--- config.mk ---
export PLATFORM = sky130hd
export DESIGN_NAME = sahc_top
export DESIGN_NICKNAME = d
export VERILOG_FILES = /design/src/sahc_pkg.sv /design/src/sahc_tick_div.sv /design/src/sahc_top.sv
export VERILOG_INCLUDE_DIRS = /design/src /design/src/src
export SDC_FILE = /design/constraint.sdc
export NUM_CORES = 1
export LEC_CHECK = 0
export BUFFER_PORTS_ARGS = -buffer_cell sky130_fd_sc_hd__clkbuf_2
export CORE_UTILIZATION = 50
export CTS_CLUSTER_SIZE = 14
export DETAILED_ROUTE_END_ITERATION = 12
export GPL_ROUTABILITY_DRIVEN = 0
export PLACE_DENSITY = 0.77
export SLEW_MARGIN = 20
export SYNTH_ARGS = -nofsm -noshare
export SYNTH_HDL_FRONTEND = slang
export SYNTH_HIERARCHICAL = 1
export SYNTH_SLANG_ARGS = --single-unit
--- constraint.sdc ---
create_clock -name clk -period 5.48 [get_ports clk]
set_clock_uncertainty 0.1 [all_clocks]
set_input_delay 0.548 -clock clk [delete_from_list [all_inputs] [get_ports clk]]
set_output_delay 0.548 -clock clk [all_outputs]
set_load 0.02 [all_outputs]
--- src/sahc_map.svh ---
// How it works
// leaving closed loop needs the error magnitude within the entry threshold (up to 140).
// in hold, an error magnitude above the exit threshold (0 to 140) restores closed loop.
// with a non-negative entry threshold, entry also needs torque below the holding torque.
// a negative entry threshold skips the torque check on entry.
// both holding and moving torque limits at zero make the thresholds a plain dead-band.
// after entry conditions hold, entry waits 0 to 65535 ticks of 120 us, reset 1250.
// in mode 0 motion forces closed loop until it ends, error is low and the delay elapses.
// in mode 1 motion is ignored and hold persists while the error stays low enough.
// software should give a nonzero settle delay in mode 1 to stop chatter at low speed.
// the settle count restarts from zero whenever an entry condition lapses early.
// a negative entry threshold is compared by its absolute value.
`ifndef SAHC_MAP_SVH
`define SAHC_MAP_SVH
`define SAHC_CLK_HZ        40000000
`define SAHC_TICK_NS       120000
`define SAHC_TICK_CYC      ((`SAHC_CLK_HZ / 1000000) * `SAHC_TICK_NS / 1000)
`define SAHC_ADDR_THRESH   4'h0
`define SAHC_ADDR_DELAY    4'h1
`define SAHC_ADDR_MODE     4'h2
`define SAHC_ADDR_TORQUE   4'h3
`define SAHC_ADDR_STATUS   4'h4
`define SAHC_DELAY_RST     16'h04E2
`define SAHC_ENTRY_RST     16'h0004
`define SAHC_EXIT_RST      16'h000A
`endif

--- src/sahc_pkg.sv ---
`default_nettype none
package sahc_pkg;
	typedef enum logic [0:0] {
		SAHC_CLOSED,
		SAHC_HOLD
	} sahc_state_t;
	typedef struct packed {
		logic [15:0] exit_thr;
		logic [15:0] entry_thr;
		logic [15:0] delay;
		logic        mode;
		logic [15:0] hold_tq;
		logic [15:0] move_tq;
	} sahc_cfg_t;
endpackage
`default_nettype wire

--- src/sahc_tick_div.sv ---
`include "sahc_map.svh"
`default_nettype none
module sahc_tick_div #(
	parameter int CYC = `SAHC_TICK_CYC
) (
	input  wire logic clk,
	input  wire logic rst_b,
	input  wire logic clear,
	output var  logic tick
);
	typedef struct packed {
		logic [15:0] cnt;
		logic        tick;
	} sahc_div_st_t;
	sahc_div_st_t st;
	sahc_div_st_t next_st;
	localparam logic [15:0] LAST = 16'(CYC - 1);
	always_comb begin
		next_st = st;
		next_st.tick = 1'b0;
		if (clear) begin
			next_st.cnt = 16'h0000;
		end else if (st.cnt == LAST) begin
			next_st.cnt = 16'h0000;
			next_st.tick = 1'b1;
		end else begin
			next_st.cnt = st.cnt + 16'h0001;
		end
	end
	always_ff @(posedge clk or negedge rst_b) begin
		if (!rst_b) begin
			st <= '0;
		end else begin
			st <= next_st;
		end
	end
	assign tick = st.tick;
endmodule
`default_nettype wire

--- src/sahc_top.sv ---
`include "sahc_map.svh"
`default_nettype none
module sahc_top #(
	parameter int EW = 16
) (
	input  wire logic          clk,
	input  wire logic          rst_b,
	input  wire logic [3:0]    reg_addr,
	input  wire logic [31:0]   reg_wdata,
	input  wire logic          reg_wr,
	input  wire logic          reg_rd,
	output var  logic [31:0]   reg_rdata,
	input  wire logic [EW-1:0] pos_error,
	input  wire logic [15:0]   cmd_torque,
	input  wire logic          in_motion,
	output var  logic          open_loop_hold,
	output var  logic          entry_ok
);
	typedef struct packed {
		sahc_pkg::sahc_cfg_t   cfg;
		sahc_pkg::sahc_state_t state;
		logic                  hold;
		logic [15:0]           settle;
		logic                  ok;
		logic [31:0]           rdata;
	} sahc_st_t;
	sahc_st_t st;
	sahc_st_t next_st;
	logic     tick;
	logic     err_neg;
	logic [EW-1:0] err_mag;
	logic [15:0]   entry_mag;
	logic          err_in;
	logic          err_out;
	logic          tq_ok;
	logic          motion_ok;
	logic          cond;
	logic          deadband;
	// ------------------------------------------------------------
	// error and thresholds
	// ------------------------------------------------------------
	always_comb begin
		err_neg = pos_error[EW-1];
		err_mag = err_neg ? (~pos_error + {{(EW-1){1'b0}}, 1'b1}) : pos_error;
		entry_mag = st.cfg.entry_thr[15] ? (~st.cfg.entry_thr + 16'h0001)
			: st.cfg.entry_thr;
		err_in = ({16'h0000, err_mag} <= {{EW{1'b0}}, entry_mag});
		err_out = ({16'h0000, err_mag} > {{EW{1'b0}}, st.cfg.exit_thr});
		// zero torque limits leave a pure position window, no torque gate
		deadband = (st.cfg.hold_tq == 16'h0000) && (st.cfg.move_tq == 16'h0000);
		tq_ok = st.cfg.entry_thr[15] || deadband || (cmd_torque < st.cfg.hold_tq);
		motion_ok = st.cfg.mode || !in_motion;
		cond = err_in && tq_ok && motion_ok;
	end
	sahc_tick_div #(
		.CYC(`SAHC_TICK_CYC)
	) u_div (
		.clk  (clk),
		.rst_b(rst_b),
		.clear(!cond || (st.state == sahc_pkg::SAHC_HOLD)),
		.tick (tick)
	);
	// ------------------------------------------------------------
	// state and register port
	// ------------------------------------------------------------
	always_comb begin
		next_st = st;
		next_st.ok = cond;
		next_st.rdata = 32'h0000_0000;
		unique case (st.state)
			sahc_pkg::SAHC_CLOSED: begin
				if (!cond) begin
					next_st.settle = 16'h0000;
				end else if (st.settle >= st.cfg.delay) begin
					next_st.state = sahc_pkg::SAHC_HOLD;
					next_st.settle = 16'h0000;
				end else if (tick) begin
					next_st.settle = st.settle + 16'h0001;
				end
			end
			sahc_pkg::SAHC_HOLD: begin
				// mode 1 needs a nonzero delay from software or it chatters
				if (err_out || (!st.cfg.mode && in_motion)) begin
					next_st.state = sahc_pkg::SAHC_CLOSED;
				end
			end
		endcase
		if (reg_wr) begin
			unique case (reg_addr)
				`SAHC_ADDR_THRESH: begin
					next_st.cfg.exit_thr = reg_wdata[15:0];
					next_st.cfg.entry_thr = reg_wdata[31:16];
				end
				`SAHC_ADDR_DELAY: next_st.cfg.delay = reg_wdata[15:0];
				`SAHC_ADDR_MODE: next_st.cfg.mode = reg_wdata[0];
				`SAHC_ADDR_TORQUE: begin
					next_st.cfg.hold_tq = reg_wdata[15:0];
					next_st.cfg.move_tq = reg_wdata[31:16];
				end
				default: ;
			endcase
		end
		if (reg_rd) begin
			unique case (reg_addr)
				`SAHC_ADDR_THRESH: next_st.rdata = {st.cfg.entry_thr, st.cfg.exit_thr};
				`SAHC_ADDR_DELAY: next_st.rdata = {16'h0000, st.cfg.delay};
				`SAHC_ADDR_MODE: next_st.rdata = {31'h0, st.cfg.mode};
				`SAHC_ADDR_TORQUE: next_st.rdata = {st.cfg.move_tq, st.cfg.hold_tq};
				`SAHC_ADDR_STATUS: next_st.rdata = {st.settle, 14'h0, st.ok, st.hold};
				default: next_st.rdata = 32'h0000_0000;
			endcase
		end
		// hold pin comes straight from its own flop, no decode after the register
		next_st.hold = (next_st.state == sahc_pkg::SAHC_HOLD);
	end
	always_ff @(posedge clk or negedge rst_b) begin
		if (!rst_b) begin
			st <= '0;
			st.cfg.delay <= `SAHC_DELAY_RST;
			st.cfg.entry_thr <= `SAHC_ENTRY_RST;
			st.cfg.exit_thr <= `SAHC_EXIT_RST;
			st.state <= sahc_pkg::SAHC_CLOSED;
		end else begin
			st <= next_st;
		end
	end
	assign reg_rdata = st.rdata;
	assign open_loop_hold = st.hold;
	assign entry_ok = st.ok;
endmodule
`default_nettype wire

======== After elaboration in Yosys (flattened, before gate mapping) ========
Index checks and enable logic that the tools add are counted.
word-level totals
  register bits after elaboration ......... 148
  word-level logic and storage cells ...... 64
cells by class
  eq/ne operators ......................... 6
  reduce and logical (&&, ||, !) cells .... 20
  multiplexer cells ....................... 15
  add/sub/neg operators ................... 4
  bitwise gates (word level) .............. 3
  order comparisons ....................... 4
operators with widths
  operator                                                number
  case mux 32 bit (5 select lines)                        1
  two-way mux 16 bit                                      7
  adder 16 x 1 -> 16 bit (second input constant)          4
  logical NOT 16 bit                                      2
  two-way mux 32 bit                                      1
  NOT 16 bit                                              2
  == test 16 x 13 -> 1 bit (second input constant)        1
  >= comparator 16 bit                                    1
  > comparator 16 bit                                     1
  less-or-equal comparator 16 bit                         1
  less-than comparator 16 bit                             1
  AND reduction 2 bit                                     5
  == test 4 x 2 -> 1 bit (second input constant)          2
  logical OR 1 bit                                        5
  two-way mux 1 bit                                       5
  == test 4 x 1 -> 1 bit (second input constant)          1
  == test 4 x 3 -> 1 bit (second input constant)          1
  logical AND 1 bit                                       4
  logical NOT 4 bit                                       1
  logical NOT 1 bit                                       3
  inequality test 3 x 1 -> 1 bit (second input constant)  1
  case mux 1 bit (2 select lines)                         1
  NOT 1 bit                                               1

======== Logic depth before layout (Yosys ltp) ========
Gate-level depths: netlist of run 1.
  depth after elaboration ................. 9
  mapped depth ............................ 17
  depth with buffers taken out ............ 15

======== Hierarchy ========
The synthesis of run 1 kept the hierarchy.
by module, submodules not included
  module         times used  area each (um^2)  cells an instance
  sahc_top       1           7978.9            784
  sahc_tick_div  1           829.5             83

======== Least setup slack after synthesis of run 1 ========
OpenSTA, ideal clock, no wires.
  path kind ............................... flip-flop to flip-flop
  start point ............................. reg st[106] (netlist name)
  end point ............................... reg u_div/st[15] (netlist name)
  data required time ...................... 5309 ps
  clock period less this slack ............ 4080 ps
  arrival time ............................ 3909 ps
  stages on the path, launching flop included .. 16
  path slack .............................. 1400 ps
  path buffers ............................ 2
  cell sequence ........................... dfrtp_1 -> or4_1 -> or3_1 -> o41ai_1 -> xor2_1 -> ha_1 -> nand4_1 -> nor4_1 -> or3_1 -> a21oi_1 -> or2_2 -> or3_1 -> or2_1 -> buf_6 -> buf_8 -> nor2_1
RTL lines
  element                 RTL line             source
  start, declared         sahc_top.sv:27       sahc_st_t st;
  start signal, assigned  sahc_top.sv:124      st <= next_st;
  end signal, assigned    sahc_tick_div.sv:34  st <= next_st;
  end, declared           sahc_tick_div.sv:15  sahc_div_st_t st;

==> impl_metrics.csv, run 1 <==
group,metric,value,unit
logic_synthesis,syn_avg_cell_area,10.2,sq um
final_layout,fin_util,57.4,%
power_and_ir_drop,p_leak,4.64,nW
final_layout,final_common_cell,"dfrtp_1",
clocking,ctsResizeCount,0,
routing,viasPerCell,5.84,
die,core,17200,sq um
clocking,cts_max_level,4,
die,die_w,135,um
power_and_ir_drop,power_density,355,nW/um^2
timing,hold_viol,0,
final_layout,layout-drive-gt1-share,24.1,%
power_and_ir_drop,netSwitchingFraction,31.9,%
timing,finalSetupViolCount,0,
routing,drcViolationCount,0,
routing,drtIter0Drc,717,
final_layout,syn_to_final_growth,12.4,%
logic_synthesis,synth_edf_count,0,
final_layout,layout.cells.non_filler,1173,
routing,totalWireLength,21500,um
routing,routedWlPerCell,18.3,um
critical_path,startpoint_type,"register",
grt,use_met3,5.07,%
timing,rsz0062_at_grt,"false",
logic_synthesis,synth.distinct_cells,59,
flow_run,max-cap-violations,0,
grt,grt_util_met1,34.1,%
final_layout,mostFrequentLayoutCells,"dfrtp_1 (140), clkbuf_2 (105), nor2_1 (80), mux2_2 (67), ha_1 (67)",
logic_synthesis,ys_warn_count,6,
placed_design,dp_hpwl,15900,um
placed_design,port_buffers,106,
final_layout,multi_input_area,4470,sq um
min_path,holdCritPathClass,"input pin to asynchronous set/reset pin",
final_layout,nNetsFinal,1074,
final_layout,design_area,9900,sq um
clocking,cts-root-buf,"clkbuf_16",
routing,drtPass1Iterations,8,
grt,grt_pass1_wl,34300,um
routing,ant_nets,0,
power_and_ir_drop,p_int,2.39,mW
critical_path,arrival,4.87,ns
clocking,clock_latency,0.43,ns
clocking,path_clk_slew,0.06,ns
critical_path,crit_path_end_kind,"register",
grt,grt_max_degree,97,
logic_synthesis,synth_async_sr_flop_share,100,%
clocking,cts_tree,"yes",
routing,dr_total_vias,6846,
timing,timing.final.crit_share,84.5,%
power_and_ir_drop,clkPwrFrac,34.5,%
die,rows,48,
placed_design,dp.cells,1140,
power_and_ir_drop,finalPower,3.51,mW
die,ios,107,
critical_path,cp-startpoint,"st[106]",
timing,max_freq,0.216,GHz
final_layout,regArea,3710,sq um
logic_synthesis,synthCells,867,
logic_synthesis,netlist.area_leader.share,39.8,%
die,initial_core_util,51.1,%
clocking,post_cts_buffers,0,
timing,drv_slew,0,
timing,finalWorstSetupSlack,0.850,ns
logic_synthesis,synth_top_cells_by_area,"dfrtp_1 (40%), ha_1 (9.5%), mux2_2 (8.6%)",
placed_design,pre_cts_ws,0.948,ns
timing,holdWs,0.0736,ns
grt,grt_pass1_vias,6533,
clocking,postCtsHoldBufs,0,
power_and_ir_drop,pwr-share-comb,24.8,%
critical_path,crit_path_max_fanout,16,
timing,max_slew_margin,34.7,%
power_and_ir_drop,vdd_drop_max,232,uV
logic_synthesis,ys_seq_area_share,42.2,%
clocking,cts.path.max_buffers,2,
logic_synthesis,syn-cell-area,8810,sq um
die,dieArea,18200,sq um
grt,grt_use_met2,38.6,%
logic_synthesis,synth_nets,1007,
clocking,cts_made_buffers,17,
timing,tns,0,ns
critical_path,cp.required,5.72,ns
logic_synthesis,yosysTopAreaCell,"dfrtp_1",
power_and_ir_drop,p_sw,1.12,mW
grt,grt.total_usage,24.7,%
critical_path,critPathKind,"register to register",
placed_design,post_dp_cell_area,9280,sq um
run_status,outcome,"complete, no violations",
die,die_h,135,um
grt,antenna_found_initial,1,
logic_synthesis,synth-main-ff-cell,"dfrtp_1",
final_layout,fill_cells,1462,
critical_path,reg2reg_from,"st[106]",
power_and_ir_drop,seqPwrFrac,40.6,%
logic_synthesis,synth-seq-cells,148,
grt,grt-busiest-layer,"met2",
timing,min_period,4.63,ns
timing,worst_pin_slew,0.978,ns
clocking,clock_sinks,148,
grt,overflow,0,
## final cells by class
cell class / instances / area share [%]
Clock inverter: 11 / 1.53
Tap cell: 225 / 2.84
Antenna cell: 1 / 0.0253
Clock buffer: 21 / 4.65
Inverter: 57 / 2.16
Timing Repair Buffer: 115 / 6.11
Multi-Input combinational cell: 595 / 45.2
Sequential cell: 148 / 37.5
## state kept, by name, summed over array words and instances, names as in the netlist
signal          cells
entry_ok            1
u_div/st           16
st                 97
u_div/tick          1
reg_rdata          32
open_loop_hold      1
## logic make-up after synthesis
family,count (synthesis),synth area share [%]
AND/OR/NAND/NOR,251,14.8
flip-flops,148,42.2
AO/OA/AOI/OAI,147,11.3
buffers and inverters,124,7.10
multiplexers,90,11.2
adder cells (fa/ha/maj),67,9.52
XOR/XNOR,40,3.98
## critical path, stage by stage (launching register included)
cell and delay (ns):
dfrtp_1 0.41, or4_1 0.57, or3_1 0.40, o41ai_1 0.41, xor2_1 0.14, ha_1 0.34
nand4_1 0.15, nor4_1 0.41, or3_1 0.17, a21oi_1 0.07, or2_2 0.34, or3_1 0.37
or2_1 0.45, nor2_1 0.21
## worst paths after layout
| check | to | slack, ns | depth (start not counted) |
|---|---|---|---|
| setup reg to reg | u_div/st[15] | 0.85 | 13 |
| max in group asynchronous | st[35] | 4.01 | 2 |
| hold / removal | st[114] | 0.07 | 1 |
| hold reg to reg | u_div/st[1] | 0.39 | 1 |
| setup / recovery | u_div/st[15] | 0.85 | 13 |
| min in group clk | st[90] | 0.25 | 3 |
## routing by layer
| layer | wire (um) | up-vias |
|---|---|---|
| li1 | - | 3217 |
| met1 | 9800 | 3318 |
| met2 | 9720 | 269 |
| met3 | 1450 | 42 |
| met4 | 528 | 0 |
| met5 | 0 | - |
## synth_stat cells, drive strengths merged (21+ instances only)
| cell | n |
|---|---|
| a21oi | 40 |
| buf | 48 |
| dfrtp | 140 |
| inv | 57 |
| nand4 | 21 |
| mux2 | 67 |
| nor2 | 80 |
| nor4 | 21 |
| mux2i | 23 |
| o21ai | 37 |
| nand2 | 57 |
| ha | 67 |
| xnor2 | 24 |
## power by group through the flow
stage	Clock, mW	Combinational, mW	Sequential [mW]
after global placement	0	0.829	1.43
after floorplan	0	0.671	1.38
after global routing	1.27	0.976	1.45
final	1.21	0.872	1.43
after detailed placement	0	0.858	1.44
after CTS	1.23	0.869	1.42
(Power assumes the default switching activity.)
==> run 2, diff against run 1 <==
--- a/config.mk
+++ b/config.mk
@@ -11,7 +11,7 @@
 export CTS_CLUSTER_SIZE = 14
 export DETAILED_ROUTE_END_ITERATION = 12
 export GPL_ROUTABILITY_DRIVEN = 0
-export PLACE_DENSITY = 0.77
+export PLACE_DENSITY = 0.8
 export SLEW_MARGIN = 20
 export SYNTH_ARGS = -nofsm -noshare
 export SYNTH_HDL_FRONTEND = slang
==> constraint.sdc (replaced) <==
create_clock -name clk -period 3.7 [get_ports clk]
set_clock_uncertainty 0.1 [all_clocks]
set_input_delay 0.37 -clock clk [delete_from_list [all_inputs] [get_ports clk]]
set_output_delay 0.37 -clock clk [all_outputs]
set_load 0.02 [all_outputs]
==> impl_metrics.csv, run 2 (synthesis gave the netlist of run 1 again) <==
group,metric,value,unit
run_status,outcome,"complete, but fails checks",
run_status,violations,"negative setup slack",
routing,dr_total_vias,7311,
final_layout,nNetsFinal,1129,
critical_path,crit_path_end_kind,"register",
critical_path,cp_slowest_stage_delay,0.56,ns
timing,rsz0062_at_grt,"true",
routing,totalWireLength,23500,um
power_and_ir_drop,p_leak,5.00,nW
final_layout,final_common_cell,"dfrtp_1",
critical_path,worstReg2RegEnd,"u_div/st[13]",
routing,ant_nets,0,
grt,grt_pass1_vias,7292,
timing,min_period,4.13,ns
clocking,cts-root-buf,"clkbuf_16",
final_layout,syn_to_final_growth,20.8,%
placed_design,dp_hpwl,16500,um
final_layout,regMostFlops,"st",
critical_path,reg2reg_from,"st[103]",
critical_path,r2r_slack,-0.43,ns
routing,routedWlPerCell,19.2,um
clocking,clock_sinks,148,
timing,worst_pin_slew,1.02,ns
final_layout,layout-drive-gt1-share,32.0,%
min_path,holdCritPathClass,"input pin to register",
clocking,cts.path.max_buffers,2,
critical_path,crit_slowest_cell,"or4_4",
power_and_ir_drop,power_density,546,nW/um^2
grt,grt.total_usage,26.8,%
final_layout,multi_input_area,4680,sq um
final_layout,layout.cells.non_filler,1227,
critical_path,cp.buffers_inverters,2,
die,rows,48,
timing,max_freq,0.242,GHz
critical_path,crit_chain,"or4_4 -> or3_4 -> o41ai_4 -> xor2_1 -> ha_1 -> nand4_1 -> nor4_4 -> buf_4 -> nor2_2 -> or2_4 -> or3_4 -> or2_4 -> buf_8 -> nor2_4",
critical_path,arrival,4.40,ns
critical_path,cp_top_family,"simple AND/OR/NAND/NOR gates",
final_layout,mostFrequentLayoutCells,"dfrtp_1 (140), clkbuf_2 (105), mux2_2 (67), ha_1 (66), nor2_1 (62)",
final_layout,regArea,3710,sq um
final_layout,fin_util,61.7,%
die,ios,107,
clocking,cts_tree,"yes",
power_and_ir_drop,vdd_drop_max,405,uV
timing,timing.final.crit_share,112,%
flow_run,max-cap-violations,0,
grt,antenna_found_initial,0,
clocking,cts_made_buffers,17,
die,initial_core_util,51.1,%
timing,finalWorstSetupSlack,-0.429,ns
timing,finalSetupViolCount,35,
min_path,worst_hold_path.endpoint,"st[93]",
routing,drtPass1Iterations,9,
die,core,17200,sq um
die,die_h,135,um
timing,max_slew_margin,31.9,%
clocking,clock_latency,0.44,ns
critical_path,cp.required,3.97,ns
final_layout,largest_reg_flops,97,
timing,hold_viol,0,
critical_path,startpoint_type,"register",
grt,grt_pass1_wl,37100,um
die,die_w,135,um
placed_design,dp.cells,1186,
routing,drtIter0Drc,599,
routing,viasPerCell,5.96,
timing,tns,-11.83,ns
final_layout,antenna_cells,0,
critical_path,critPathKind,"register to register",
min_path,hold_start,"reg_wdata[9]",
clocking,path_clk_slew,0.06,ns
final_layout,fill_cells,1280,
critical_path,worstRegToRegCells,14,
critical_path,crit_path_max_fanout,8,
timing,drv_slew,0,
die,dieArea,18200,sq um
min_path,whs_path_depth,3,
placed_design,port_buffers,106,
routing,drcViolationCount,0,
grt,grt_max_degree,95,
grt,overflow,0,
clocking,cts_max_level,4,
[run 2: cell count changes in the layout (fill, tap and decap cells not counted), sizes merged]
cell / before / now
buf: 10 / 64
diode: 1 / 0
clkinvlp: 4 / 1
bufinv: 3 / 5
clkinv: 3 / 4
dlygate4sd3: 0 / 1
[run 2: worst reg2reg max path, stage by stage, from the launching register on]
cell and delay [ns]:
dfrtp_1 0.39, or4_4 0.56, or3_4 0.38, o41ai_4 0.25, xor2_1 0.15, ha_1 0.34, nand4_1 0.20, nor4_4 0.34
buf_4 0.16, nor2_2 0.04, or2_4 0.26, or3_4 0.35, or2_4 0.29, buf_8 0.15, nor2_4 0.10
[run 2: metrics by stage]
step | power [mW] | cell area, sq um | setup WS, ns | hold slack, ns
2_1_floorplan | 3.06 | 8850 | -0.186 | -0.0256
3_3_place_gp | 3.54 | 9680 | -0.200 | 0.384
3_5_place_dp | 3.60 | 9680 | -0.379 | 0.391
4_1_cts | 5.71 | 10600 | -0.251 | 0.0621
5_1_grt | 6.08 | 10600 | -0.538 | 0.0797
6_report | 5.81 | 10600 | -0.429 | 0.0698
[run 2: worst max-delay path by stage]
stage                       startpoint            to  slack (ns)  cells past startpoint
after global routing           st[103]   u_div/st[3]       -0.54                     14
after global placement    pos_error[3]  u_div/st[13]       -0.20                     17
after CTS                      st[103]  u_div/st[11]       -0.25                     14
after detailed placement  pos_error[3]  u_div/st[12]       -0.38                     17
final                          st[103]  u_div/st[13]       -0.43                     14
after floorplan                st[106]  u_div/st[15]       -0.19                     15
[run 2: cell type report]
cell class,instances,area share (%)
inverters,57,2.01
repair buffers,170,10.2
flip-flops and latches,148,34.9
clock buffers,21,4.42
multi-input cells,595,44.0
clock inverters,11,1.86
well taps,225,2.65
[run 2: power by group]
part	switching (mW)	internal, mW	leakage, nW
Clock	0.699	1.25	0.324
Combinational	0.919	0.831	2.77
Sequential	0.241	1.86	1.91
Total	1.86	3.95	5.00
[run 2: metal layers]
layer	vias to the layer above	GRT usage (%)	share of wire [%]
met5	-	0	0
met4	0	15.4	4.3
li1	3350	-	-
met3	75	5.93	6.3
met2	301	45.0	50
met1	3585	31.6	40
[run 2: repair_timing]
item                                    4_1_cts  5_1_grt
resized for setup                            39       16
pin swaps                                    33        6
gates cloned                                  2        0
endpoints found under the setup margin       33       35
hold buffers                                  1        0
hold endpoints to repair                     86        0
buffers inserted                              4        3
